===== config.mk =====
export PLATFORM = sky130hd
export DESIGN_NAME = tmos_timer
export DESIGN_NICKNAME = d
export VERILOG_FILES = /design/src/logic/tmos_pkg.sv /design/src/logic/tmos_sync.sv /design/src/logic/tmos_timer.sv
export SDC_FILE = /design/constraint.sdc
export NUM_CORES = 1
export LEC_CHECK = 0
export BUFFER_PORTS_ARGS = -buffer_cell sky130_fd_sc_hd__buf_2
export CORE_AREA = 2 2 51 73
export CTS_CLUSTER_DIAMETER = 150
export DETAILED_ROUTE_END_ITERATION = 7
export DIE_AREA = 0 0 53 75
export GPL_ROUTABILITY_DRIVEN = 0
export PLACE_DENSITY_LB_ADDON = 0.3
export REMOVE_ABC_BUFFERS = 1
export SLEW_MARGIN = 25
export SYNTH_ARGS = -nofsm -noshare
export SYNTH_HDL_FRONTEND = slang
export SYNTH_SLANG_ARGS = --single-unit
export TNS_END_PERCENT = 1

===== constraint.sdc =====
create_clock -name i_ref_clk -period 3.2 [get_ports i_ref_clk]
set_input_delay 0.16 -clock i_ref_clk [delete_from_list [all_inputs] [get_ports i_ref_clk]]
set_output_delay 0.16 -clock i_ref_clk [all_outputs]
set_load 0.02 [all_outputs]

===== src/logic/tmos_pkg.sv =====
// Package with mode codes, widths and reset values for the one-shot timer block.
// Overview of operation
// - Edge one-shot: qualifying edge after run starts count; period match clears run.
// - Edge one-shot: after software halt, a fresh edge is needed to resume.
// - Edge one-shot: start edge activates drive; width match ends it; stays off.
// - Edge limit one-shot: first edge starts, later edges reset the count.
// - Edge limit one-shot: after an edge reset, counting resumes two clocks later.
// - Edge limit one-shot: period match resets and clears run; edges ignored when off.
// - Edge limit one-shot: start and reset edges activate drive; width match ends it.
// - Level reset one-shot: reset level holds count; transition to active starts it.
// - Level reset one-shot: period match clears run; new edge needed after rerun.
// - Level reset one-shot: start edge activates drive; no reactivation at period match.
// - Monostable: edge after run starts count; counting stops at period match.
// - Monostable: start edge activates drive; later edges while counting change nothing.
// - Level limit one-shot: reset level holds count; count needs run and inactive level.
// - Level limit one-shot: after run clears, stay reset until run and level both allow.
// - Level limit one-shot: drive activates at whichever event actually starts the timer.
// - Run bit clear holds all counters and mode state in reset.
package tmos_pkg;
    localparam int TMOS_CNT_W = 8;
    localparam logic [4:0] TMOS_M_OS_RISE = 5'h09;
    localparam logic [4:0] TMOS_M_OS_FALL = 5'h0a;
    localparam logic [4:0] TMOS_M_OS_BOTH = 5'h0b;
    localparam logic [4:0] TMOS_M_HL_RISE = 5'h0c;
    localparam logic [4:0] TMOS_M_HL_FALL = 5'h0d;
    localparam logic [4:0] TMOS_M_LR_LOW = 5'h0e;
    localparam logic [4:0] TMOS_M_LR_HIGH = 5'h0f;
    localparam logic [4:0] TMOS_M_MS_RISE = 5'h11;
    localparam logic [4:0] TMOS_M_MS_FALL = 5'h12;
    localparam logic [4:0] TMOS_M_MS_BOTH = 5'h13;
    localparam logic [4:0] TMOS_M_LL_LOW = 5'h16;
    localparam logic [4:0] TMOS_M_LL_HIGH = 5'h17;
    // Clocks between an edge reset and the restart of counting.
    localparam int TMOS_RESTART_CLKS = 2;
    localparam logic [1:0] TMOS_HOLD_ZERO = 2'h0;
    localparam logic [1:0] TMOS_HOLD_MAX = 2'(TMOS_RESTART_CLKS - 1);
    // Timer state machine.
    typedef enum logic [1:0] {TMOS_IDLE, TMOS_RUN, TMOS_HOLD, TMOS_DONE} tmos_state_t;
endpackage : tmos_pkg


===== src/logic/tmos_sync.sv =====
// Three-stage synchroniser and edge detector for the external trigger input.
`timescale 1ns/1ps
`default_nettype none
module tmos_sync (
    // Clock and reset.
    input wire logic i_ref_clk,
    input wire logic i_arst_n,
    // Raw input.
    input wire logic i_async,
    // Synchronised level and edges.
    output logic o_level,
    output logic o_rise,
    output logic o_fall
);
    logic [2:0] sync_q;
    logic level_q;
    logic level_d;

    always_ff @(posedge i_ref_clk or negedge i_arst_n) begin
        if (!i_arst_n) begin
            sync_q <= 3'h0;
        end else begin
            sync_q <= {sync_q[1:0], i_async};
        end
    end

    // A change is accepted once the last two stages agree, so one-cycle glitches are dropped.
    assign level_d = (sync_q[1] == sync_q[2]) ? sync_q[2] : level_q;

    always_ff @(posedge i_ref_clk or negedge i_arst_n) begin
        if (!i_arst_n) begin
            level_q <= 1'b0;
        end else begin
            level_q <= level_d;
        end
    end

    // Level and edges come from the same accepted sample, so an edge never meets a stale level.
    assign o_level = level_d;
    assign o_rise = level_d & ~level_q;
    assign o_fall = ~level_d & level_q;
endmodule : tmos_sync
`default_nettype wire


===== src/logic/tmos_timer.sv =====
// Mode control, counter and drive logic of the one-shot and monostable timer.
`timescale 1ns/1ps
`default_nettype none
module tmos_timer #(
    parameter int CNT_W = tmos_pkg::TMOS_CNT_W
) (
    // Clock and reset.
    input wire logic i_ref_clk,
    input wire logic i_arst_n,
    // Configuration.
    input wire logic [4:0] i_mode,
    input wire logic [CNT_W-1:0] i_period_value,
    input wire logic [CNT_W-1:0] i_pulse_width_value,
    // Software run bit: set pulse and clear pulse.
    input wire logic i_run_set,
    input wire logic i_run_clr,
    // External trigger.
    input wire logic i_external_trigger_input,
    // Status and outputs.
    output logic o_run,
    output logic [CNT_W-1:0] o_timer_count,
    output logic o_period_match,
    output logic o_pwm_drive
);
    import tmos_pkg::*;

    // Widths outside this range cannot be served by the counter and compare logic.
    if (CNT_W < 2 || CNT_W > 32) begin : g_bad_width
        $error("tmos_timer: CNT_W out of range");
    end

    tmos_state_t state_q;
    logic run_q;
    logic [CNT_W-1:0] cnt_q;
    logic [1:0] hold_q;
    logic drive_q;
    logic pm_q;
    logic lvl;
    logic rise;
    logic fall;

    tmos_sync u_sync (
        .i_ref_clk(i_ref_clk),
        .i_arst_n(i_arst_n),
        .i_async(i_external_trigger_input),
        .o_level(lvl),
        .o_rise(rise),
        .o_fall(fall)
    );

    // Mode decode helpers.
    function automatic logic is_edge_mode(input logic [4:0] m);
        return (m == TMOS_M_OS_RISE) || (m == TMOS_M_OS_FALL) || (m == TMOS_M_OS_BOTH)
            || (m == TMOS_M_MS_RISE) || (m == TMOS_M_MS_FALL) || (m == TMOS_M_MS_BOTH);
    endfunction : is_edge_mode

    function automatic logic is_hl(input logic [4:0] m);
        return (m == TMOS_M_HL_RISE) || (m == TMOS_M_HL_FALL);
    endfunction : is_hl

    function automatic logic is_lr(input logic [4:0] m);
        return (m == TMOS_M_LR_LOW) || (m == TMOS_M_LR_HIGH);
    endfunction : is_lr

    function automatic logic is_ll(input logic [4:0] m);
        return (m == TMOS_M_LL_LOW) || (m == TMOS_M_LL_HIGH);
    endfunction : is_ll

    function automatic logic is_mono(input logic [4:0] m);
        return (m == TMOS_M_MS_RISE) || (m == TMOS_M_MS_FALL) || (m == TMOS_M_MS_BOTH);
    endfunction : is_mono

    // Qualifying edge for the selected mode.
    logic qual_edge;
    always_comb begin
        unique case (i_mode)
            TMOS_M_OS_RISE, TMOS_M_MS_RISE, TMOS_M_HL_RISE: qual_edge = rise;
            TMOS_M_OS_FALL, TMOS_M_MS_FALL, TMOS_M_HL_FALL: qual_edge = fall;
            TMOS_M_OS_BOTH, TMOS_M_MS_BOTH: qual_edge = rise | fall;
            // Level-reset start edge is the leave of the reset level.
            TMOS_M_LR_LOW: qual_edge = rise;
            TMOS_M_LR_HIGH: qual_edge = fall;
            default: qual_edge = 1'b0;
        endcase
    end

    // Input sits at the reset level in the level modes.
    logic at_reset_lvl;
    assign at_reset_lvl = (i_mode == TMOS_M_LR_LOW || i_mode == TMOS_M_LL_LOW) ? ~lvl : lvl;

    logic match_pr;
    logic match_pw;
    logic clears_run;
    assign match_pr = (cnt_q == i_period_value);
    assign match_pw = (cnt_q == i_pulse_width_value);
    // Period match ends the cycle and clears run except in monostable mode.
    assign clears_run = (state_q == TMOS_RUN) && match_pr && !is_mono(i_mode);

    // Events that start or restart the count.
    logic start_ev;
    logic reset_ev;
    always_comb begin
        start_ev = 1'b0;
        reset_ev = 1'b0;
        if (run_q) begin
            unique case (state_q)
                TMOS_IDLE: begin
                    if (is_ll(i_mode)) begin
                        start_ev = !at_reset_lvl;
                    end else if (is_edge_mode(i_mode) || is_hl(i_mode) || is_lr(i_mode)) begin
                        start_ev = qual_edge;
                    end
                end
                TMOS_RUN, TMOS_HOLD: begin
                    reset_ev = is_hl(i_mode) && qual_edge;
                end
                TMOS_DONE: begin
                    start_ev = 1'b0;
                end
            endcase
        end
    end

    // Run bit: software set, hardware clear at period match; set wins over clear.
    always_ff @(posedge i_ref_clk or negedge i_arst_n) begin
        if (!i_arst_n) begin
            run_q <= 1'b0;
        end else if (i_run_set) begin
            run_q <= 1'b1;
        end else if (i_run_clr || clears_run) begin
            run_q <= 1'b0;
        end
    end

    // Mode state machine and counter.
    always_ff @(posedge i_ref_clk or negedge i_arst_n) begin
        if (!i_arst_n) begin
            state_q <= TMOS_IDLE;
            cnt_q <= '0;
            hold_q <= TMOS_HOLD_ZERO;
        end else if (!run_q) begin
            state_q <= TMOS_IDLE;
            cnt_q <= '0;
            hold_q <= TMOS_HOLD_ZERO;
        end else if ((is_lr(i_mode) || is_ll(i_mode)) && at_reset_lvl) begin
            // level reset hold; level-reset mode then needs an edge
            state_q <= TMOS_IDLE;
            cnt_q <= '0;
        end else if (reset_ev) begin
            state_q <= TMOS_HOLD;
            cnt_q <= '0;
            hold_q <= TMOS_HOLD_ZERO;
        end else begin
            unique case (state_q)
                TMOS_IDLE: begin
                    if (start_ev) begin
                        state_q <= TMOS_RUN;
                    end
                end
                TMOS_RUN: begin
                    if (match_pr) begin
                        cnt_q <= '0;
                        if (is_mono(i_mode)) begin
                            state_q <= TMOS_DONE;
                            cnt_q <= cnt_q;
                        end else begin
                            state_q <= TMOS_IDLE;
                        end
                    end else begin
                        cnt_q <= cnt_q + CNT_W'(1);
                    end
                end
                TMOS_HOLD: begin
                    if (hold_q == TMOS_HOLD_MAX) begin
                        state_q <= TMOS_RUN;
                    end else begin
                        hold_q <= hold_q + 2'h1;
                    end
                end
                TMOS_DONE: begin
                    // Monostable rearms on a new edge after match.
                    if (qual_edge) begin
                        state_q <= TMOS_RUN;
                        cnt_q <= '0;
                    end
                end
            endcase
        end
    end

    // PWM drive: set at start or edge reset, cleared at pulse-width match.
    logic mono_rearm;
    assign mono_rearm = run_q && state_q == TMOS_DONE && qual_edge;
    always_ff @(posedge i_ref_clk or negedge i_arst_n) begin
        if (!i_arst_n) begin
            drive_q <= 1'b0;
        end else if (start_ev || reset_ev || mono_rearm) begin
            drive_q <= 1'b1;
        end else if (state_q == TMOS_RUN && match_pw) begin
            drive_q <= 1'b0;
        end
    end

    // Period match pulse.
    always_ff @(posedge i_ref_clk or negedge i_arst_n) begin
        if (!i_arst_n) begin
            pm_q <= 1'b0;
        end else begin
            pm_q <= (state_q == TMOS_RUN) && match_pr && run_q;
        end
    end

    assign o_run = run_q;
    assign o_timer_count = cnt_q;
    assign o_period_match = pm_q;
    assign o_pwm_drive = drive_q;
endmodule : tmos_timer
`default_nettype wire

# Word level (Yosys, flattened, before mapping)
# Index checks and enable logic that the tools add are counted.
# word_totals
wordCells,114
output_inout_bits,11
mem_bits_rw,0
n_memories,0
latchBits,0
reg_bits,19
rom_bits,0
# classes
shift,0
magnitude_cmp,0
muxes,34
mul,0
n_eq_ne,28
bitwise_logic,5
n_div,0
reduce_logical,37
add_sub_neg,2
# ops
op,count
$mux W8,6
$eq A5 B4 Y1 const B,7
$mux W2,13
$eq A5 B5 Y1 const B,5
$ne A5 B5 Y1 const B,4
$logic_or A1 B1 Y1,17
$eq A8 B8 Y1,2
$pmux W8 S2,1
$mux W1,12
$add A8 B1 Y8 const B,1
$logic_and A1 B1 Y1,8
$pmux W2 S4,1
$reduce_or A4 Y1,2
$ne A6 B6 Y1 const B,1
$reduce_and A3 Y1,2
$ne A5 B1 Y1 const B,1
$eq A2 B1 Y1 const B,2
$eq A2 B2 Y1 const B,2
$reduce_and A4 Y1,1
$reduce_bool A2 Y1,2
$reduce_or A2 Y1,2
$ne A3 B1 Y1 const B,1
$ne A3 B3 Y1 const B,1
$pmux W1 S3,1
other kinds (8),11

# Logic depth before layout (Yosys ltp)
# Gate-level depths: netlist (run 1).
# depth
word_depth,17
ltp_mapped,10

# Hierarchy
# From an unflattened synthesis (run 1), not the netlist that was laid out.
# hier_totals
hier_cells,152
area_unflattened_um2,1395.1
# by_module_without_submodules
module,cells_each,area_per_inst_um2,seq_area_each_um2,n_inst
tmos_timer,145,1266.2,375.4,1
tmos_sync,7,128.9,100.1,1

# Least setup slack after synthesis (run 1)
# No wires, ideal clock.
# synth_timing
path_type,flip-flop to flip-flop
start,reg u_sync.level_q
end,reg cnt_q[1] (netlist: o_timer_count[1])
required_ps,3121
setup_time_ps,79
arrival_time_ps,2110
slack_ps,1010
stages_incl_launch_ff,11
cell_sequence,dfrtp_1 > maj3_2 > inv_1 > ha_1 > mux2i_1 > nor4b_4 > nor3_1 > a21oi_1 > a21o_1 > buf_6 > mux2i_1
# synth_between
elab_chain_cells,11
# synth_lines
item,line_no,rtl
from (decl),tmos_sync.sv:16,logic level_q;
from (signal assigned),tmos_sync.sv:34,level_q <= level_d;
$mux W1 (*),tmos_sync.sv:28,assign level_d = (sync_q[1] == sync_q[2]) ? sync_q[2] : level_q;
named net lvl,tmos_timer.sv:38,logic lvl;
"parallel branches: the longest is 10 deep, another holds $ne A6 B6 Y1",n/a,
to (signal assigned),tmos_timer.sv:165,cnt_q <= cnt_q;
to (signal assigned),tmos_timer.sv:170,cnt_q <= cnt_q + CNT_W'(1);
to (decl),tmos_timer.sv:34,logic [CNT_W-1:0] cnt_q;
# Mark *: on every way through the listed nets, which the timed path passes.
# A chain may end at the register's enable or synchronous reset.

# Worst setup path after layout (run 1)
# Same ends and word-level chain as after synthesis.

==> results of run 1 <==
[synth_stat cells (2+ instances only)]
| cell type | count | area, µm² |
|---|---|---|
| dfrtp_1 | 19 | 475 |
| xor2_1 | 16 | 140 |
| inv_1 | 15 | 56.3 |
| nor2_1 | 15 | 56.3 |
| nand2_1 | 12 | 45.0 |
| nand3_1 | 10 | 50.1 |
| ha_1 | 8 | 100 |
| o211ai_1 | 6 | 45.0 |
| a21oi_1 | 4 | 20.0 |
| and3_1 | 3 | 18.8 |
| buf_6 | 3 | 33.8 |
| mux2i_1 | 3 | 30.0 |
| nand2b_1 | 3 | 18.8 |
| nand4_1 | 3 | 18.8 |
| nand3b_1 | 2 | 15.0 |
| nor2b_1 | 2 | 12.5 |
| nor3_1 | 2 | 10.0 |
| nor4_1 | 2 | 12.5 |
| o22ai_1 | 2 | 12.5 |
| or3_1 | 2 | 12.5 |
[repair_timing]
| action | in CTS | in global routing |
|---|---|---|
| setup buffers | 0 | 0 |
| hold buffers | 1 | 0 |
| endpoints found under the hold margin | 19 | 0 |
| setup endpoints to repair | 0 | 0 |
[through the flow]
step	power (mW)	instance area (µm²)
5_1_grt	0.861	1690
4_1_cts	0.807	1690
6_report	0.806	1690
2_1_floorplan	0.537	1400
3_3_place_gp	0.627	1630
3_5_place_dp	0.643	1630
[layout make-up]
cell class	count	area, µm²	share of cell area (%)
clock buffer	4	45.0	2.67
tap	40	50.0	2.97
inverter	15	56.3	3.34
timing repair buffer	37	190	11.3
multi-input combinational	120	868	51.5
sequential	19	475	28.2
[cells by family after synthesis]
| logic type | after synthesis | synth area share [%] |
|---|---|---|
| AND/OR/NAND/NOR | 63 | 24.9 |
| flip-flops | 19 | 32.9 |
| multiplexers | 4 | 2.86 |
| adder cells (fa/ha/maj) | 9 | 7.71 |
| XOR/XNOR | 17 | 10.3 |
| AO/OA/AOI/OAI | 27 | 14.3 |
| buffers and inverters | 20 | 7.01 |
[state kept, by name (all words and copies together), names as in the netlist]
signal	count
o_period_match	1
hold_q	2
o_run	1
o_pwm_drive	1
state_q	2
u_sync.sync_q	3
u_sync.level_q	1
o_timer_count	8
[power groups by stage]
| stage | Sequential, mW | Combinational, mW | Clock (mW) |
|---|---|---|---|
| detailed placement | 0.329 | 0.314 | 0 |
| CTS | 0.325 | 0.316 | 0.166 |
| global placement | 0.325 | 0.302 | 0 |
| finish | 0.324 | 0.315 | 0.167 |
| floorplan | 0.344 | 0.193 | 0 |
| global route | 0.331 | 0.348 | 0.183 |
[layer usage]
metal  vias up  GRT usage, %
met1       625          22.2
met3         4          1.98
met2        40          35.1
met4         0          9.40
met5         -             0
li1        627             -
[final timing paths]
check | startpoint | end | slack [ns] | cells after the start
max | u_sync.level_q | o_timer_count[1] | 0.73 | 9
min | i_external_trigger_input | u_sync.sync_q[0] | 0.02 | 1
max reg2reg | u_sync.level_q | o_timer_count[1] | 0.73 | 9
min reg2reg | u_sync.sync_q[0] | u_sync.sync_q[1] | 0.38 | 0
max in group asynchronous | i_arst_n | u_sync.sync_q[0] | 2.53 | 2
min in group asynchronous | i_arst_n | o_run | 0.37 | 2
==> flow_summary.yaml, run 1 <==
synth:
  syn_area_per_cell_um2: 9.09
  yosysSeqAreaShare_pct: 32.9
  synth_ff_type: "dfrtp_1"
  netlist_area_mm2: 0.00145
  syn_inst: 159
  yosysWarnings: 0
  synth-async-reset-ratio_pct: 100
  synth-seq-cells: 19
  yosysUniqueCellTypes: 47
  synth_edf_count: 0
layout:
  antenna_cells: 0
  area_delta_synth_final_pct: 16.6
  mostFrequentLayoutCells: "buf_2, dfrtp_1, xor2_1"
  drive_gt1_share_pct: 25.6
  final_common_cell: "buf_2"
  layout.nets: 230
  final_cell_count_no_fill: 235
  fill_cells: 327
  utilization_pct: 51.3
power:
  combPwrFrac_pct: 39.1
  switching_share_pct: 38.9
  power.internal_mw: 0.492
  power_switching_mw: 0.314
  p_seq_share_pct: 40.2
  p_leak_nw: 0.826
  p_clk_share_pct: 20.7
  ir_drop_uv: 419
  power_density_mw_per_mm2: 478
drt:
  drcViolationCount: 0
  vias_per_cell: 5.51
  routed.top_layer: "met4"
  wl_met1_um: 1380
  dr.pass1.iters: 4
  drt_first_iter_violations: 22
  ant_nets: 0
  met3_length_um: 120
  wl_um: 3390
  route.met2.wl_um: 1840
  wl_per_cell_um: 14.4
  via_count: 1296
worst_setup_path:
  path_cells: "maj3_2, inv_1, ha_1, mux2i_1, nor4b_4, nor3_1, a21oi_1, a21o_1, mux2i_1"
  worstSetupEndpointType: "flop"
  cpMostUsedCell: "mux2i_1"
  slowest_delay_ns: 0.55
  path_buf_inv: 1
  path_delay_family: "simple AND/OR/NAND/NOR gates"
  slowest_stage: "nor4b_4"
  path_class: "flop to flop"
  required_ns: 3.38
  startpoint_type: "flop"
  arrival_ns: 2.65
  worst-path-max-fanout: 9
worst_hold_path:
  hold_class: "primary input to flop"
die:
  die_x_um: 53
  start_util_pct: 44.0
  num_rows: 25
  top_level_ports: 37
  core_area_mm2: 0.00328
  die_h_um: 75
  fp.dieArea_mm2: 0.00398
global_routing:
  globalRouteTotalUtil_pct: 19.3
  antenna_found_initial: 0
  overflow: 0
  grt_pass1_wl_um: 5660
  grt_pass1_vias: 1300
  grt_max_degree: 20
timing:
  fin_setup_tns_ns: 0
  final.setup.worst_slack_ns: 0.726
  fmax_mhz: 404
  slew_headroom_pct: 52.0
  finClkSkew_ns: 0.00423
  fin_crit_sh_pct: 77.3
  slew_viol_final: 0
  hold_viol: 0
  hold_ws_ns: 0.0231
  rsz0062_at_grt: "false"
  setup_viol: 0
  fin_crit_ns: 2.47
  worst_pin_slew_ns: 0.715
clock_tree:
  cts_buffers: 3
  cts_buffer_depth: 2
  clock-sinks: 19
  clkTransAtPathRegs_ns: 0.07
  cts_tree: "done"
  clkLatencyLatePin_ns: 0.25
  htree_levels: 1
  ctsResizeCount: 0
  cts_root_buf: "clkbuf_8"
place:
  place_worst_setup_slack_ns: 0.723
  port_buffers: 36
  dp_hpwl_um: 2710
  dp.cells: 230
run_status:
  outcome: "complete, no violations"
run:
  drv_cap: 0
Power figures use the tool's default switching activity.
==> run 2: changes to the inputs <==
Clock period 3.2 ns to 2.5 ns, I/O delays scaled along.
==> run 2 against run 1 <==
Compared with the run above: critical path type unchanged; largest cell class unchanged; highest routed layer unchanged; register-to-register slack got worse by 0.54 ns; critical path depth rose by 1; via count shrank 1.8%.
==> flow_summary.yaml, run 2 (synthesized netlist as in run 1, its figures left out) <==
layout:
  register_area_um2: 475
  antenna_cells: 0
  largest_register_ffs: 8
  final_common_cell: "buf_2"
  drive_gt1_share_pct: 26.8
  layout.nets: 233
  area_delta_synth_final_pct: 19.3
  multiInputGateArea_um2: 870
  mostFrequentLayoutCells: "buf_2, dfrtp_1, xor2_1"
  fill_cells: 327
power:
  ir_drop_uv: 592
  p_leak_nw: 0.844
  power_density_mw_per_mm2: 598
  total_power_mw: 1.03
clock_tree:
  cts_buffer_depth: 2
  cts_buffers: 3
  cts_tree: "done"
  cts_root_buf: "clkbuf_8"
  clkLatencyLatePin_ns: 0.25
  clkTransAtPathRegs_ns: 0.06
  clock-sinks: 19
  htree_levels: 1
die:
  fp.dieArea_mm2: 0.00398
  top_level_ports: 37
  core_area_mm2: 0.00328
  num_rows: 25
  die_h_um: 75
  die_x_um: 53
  start_util_pct: 44.0
timing:
  fin_setup_tns_ns: 0
  fin_crit_ns: 2.31
  slew_headroom_pct: 66.4
  slew_viol_final: 0
  hold_viol: 0
  rsz0062_at_grt: "false"
  worst_pin_slew_ns: 0.504
  fmax_mhz: 433
  finClkSkew_ns: 0.00347
  setup_viol: 0
  fin_crit_sh_pct: 92.4
drt:
  vias_per_cell: 5.35
  ant_nets: 0
  drt_first_iter_violations: 33
  wl_per_cell_um: 13.7
  dr.pass1.iters: 4
  via_count: 1273
  drcViolationCount: 0
  wl_um: 3250
global_routing:
  grt_pass1_wl_um: 5320
  globalRouteTotalUtil_pct: 18.0
  grt_max_degree: 20
  grt_pass1_vias: 1215
  antenna_found_initial: 0
  overflow: 0
worst_setup_path:
  startpoint_type: "flop"
  required_ns: 2.64
  path_class: "flop to flop"
  worstSetupEndpointType: "flop"
  worst-path-max-fanout: 6
  arrival_ns: 2.45
run:
  drv_cap: 0
place:
  dp_hpwl_um: 2570
  port_buffers: 36
run_status:
  outcome: "complete, no violations"
worst_hold_path:
  hold_class: "primary input to flop"
## run 2: cell count changes in the layout (fill, tap and decap cells not counted), sizes merged
cell | previous run | this run
buf | 36 | 38
dlygate4sd3 | 1 | 2
## run 2: metal layers
layer  track usage [%]  routed length, µm
met1              22.5               1280
met2              31.0               1760
met3              2.18                177
met4              7.41                 29
met5                 0                  0
## run 2: metrics by stage
step                      std cells  setup slack [ns]  hold WS [ns]  util [%]  area [µm²]
after global routing            238            0.0383        0.0679      52.5        1720
after detailed placement        230           0.00717        0.0853      49.6        1630
after CTS                       237             0.103        0.0694      51.8        1700
after floorplan                 154             0.288        -0.171         -        1400
final                           238             0.189        0.0682      52.5        1720
after global placement          230             0.105        0.0799      49.6        1630
## run 2: path summary, 6_finish.rpt
path / start / endpoint / slack [ns] / depth (start not counted)
min reg2reg: u_sync.sync_q[0] / u_sync.sync_q[1] / 0.38 / 0
min: i_run_set / o_run / 0.07 / 2
max in group asynchronous: i_arst_n / u_sync.sync_q[0] / 1.87 / 2
max reg2reg: u_sync.level_q / hold_q[1] / 0.19 / 10
max: u_sync.level_q / hold_q[1] / 0.19 / 10
min in group asynchronous: i_arst_n / o_run / 0.34 / 2
## run 2: critical path, stage by stage, from the launching register on
cell     delay [ns]
dfrtp_1        0.40
maj3_2         0.35
inv_1          0.07
ha_1           0.16
mux2i_1        0.13
nor4b_4        0.45
buf_4          0.21
nor2_1         0.05
nor2_1         0.14
o22ai_1        0.08
and2_1         0.15
## run 2: repair_timing
action | CTS | global route
setup buffers | 1 | 1
gates resized for setup | 0 | 1
setup endpoints to repair | 1 | 8
hold buffers | 2 | 0
hold endpoints to repair | 20 | 0
pin swaps | 1 | 1
## run 2: layout make-up
type | count | area share [%]
Tap cell | 40 | 2.90
Sequential cell | 19 | 27.6
Clock buffer | 4 | 2.61
Multi-Input combinational cell | 120 | 50.4
Timing Repair Buffer | 40 | 13.2
Inverter | 15 | 3.27
## run 2: where the power goes
part	switching, mW	internal, mW	leakage (nW)
registers	0.0654	0.348	0.243
clock network	0.0933	0.113	0.0228
logic	0.233	0.178	0.579
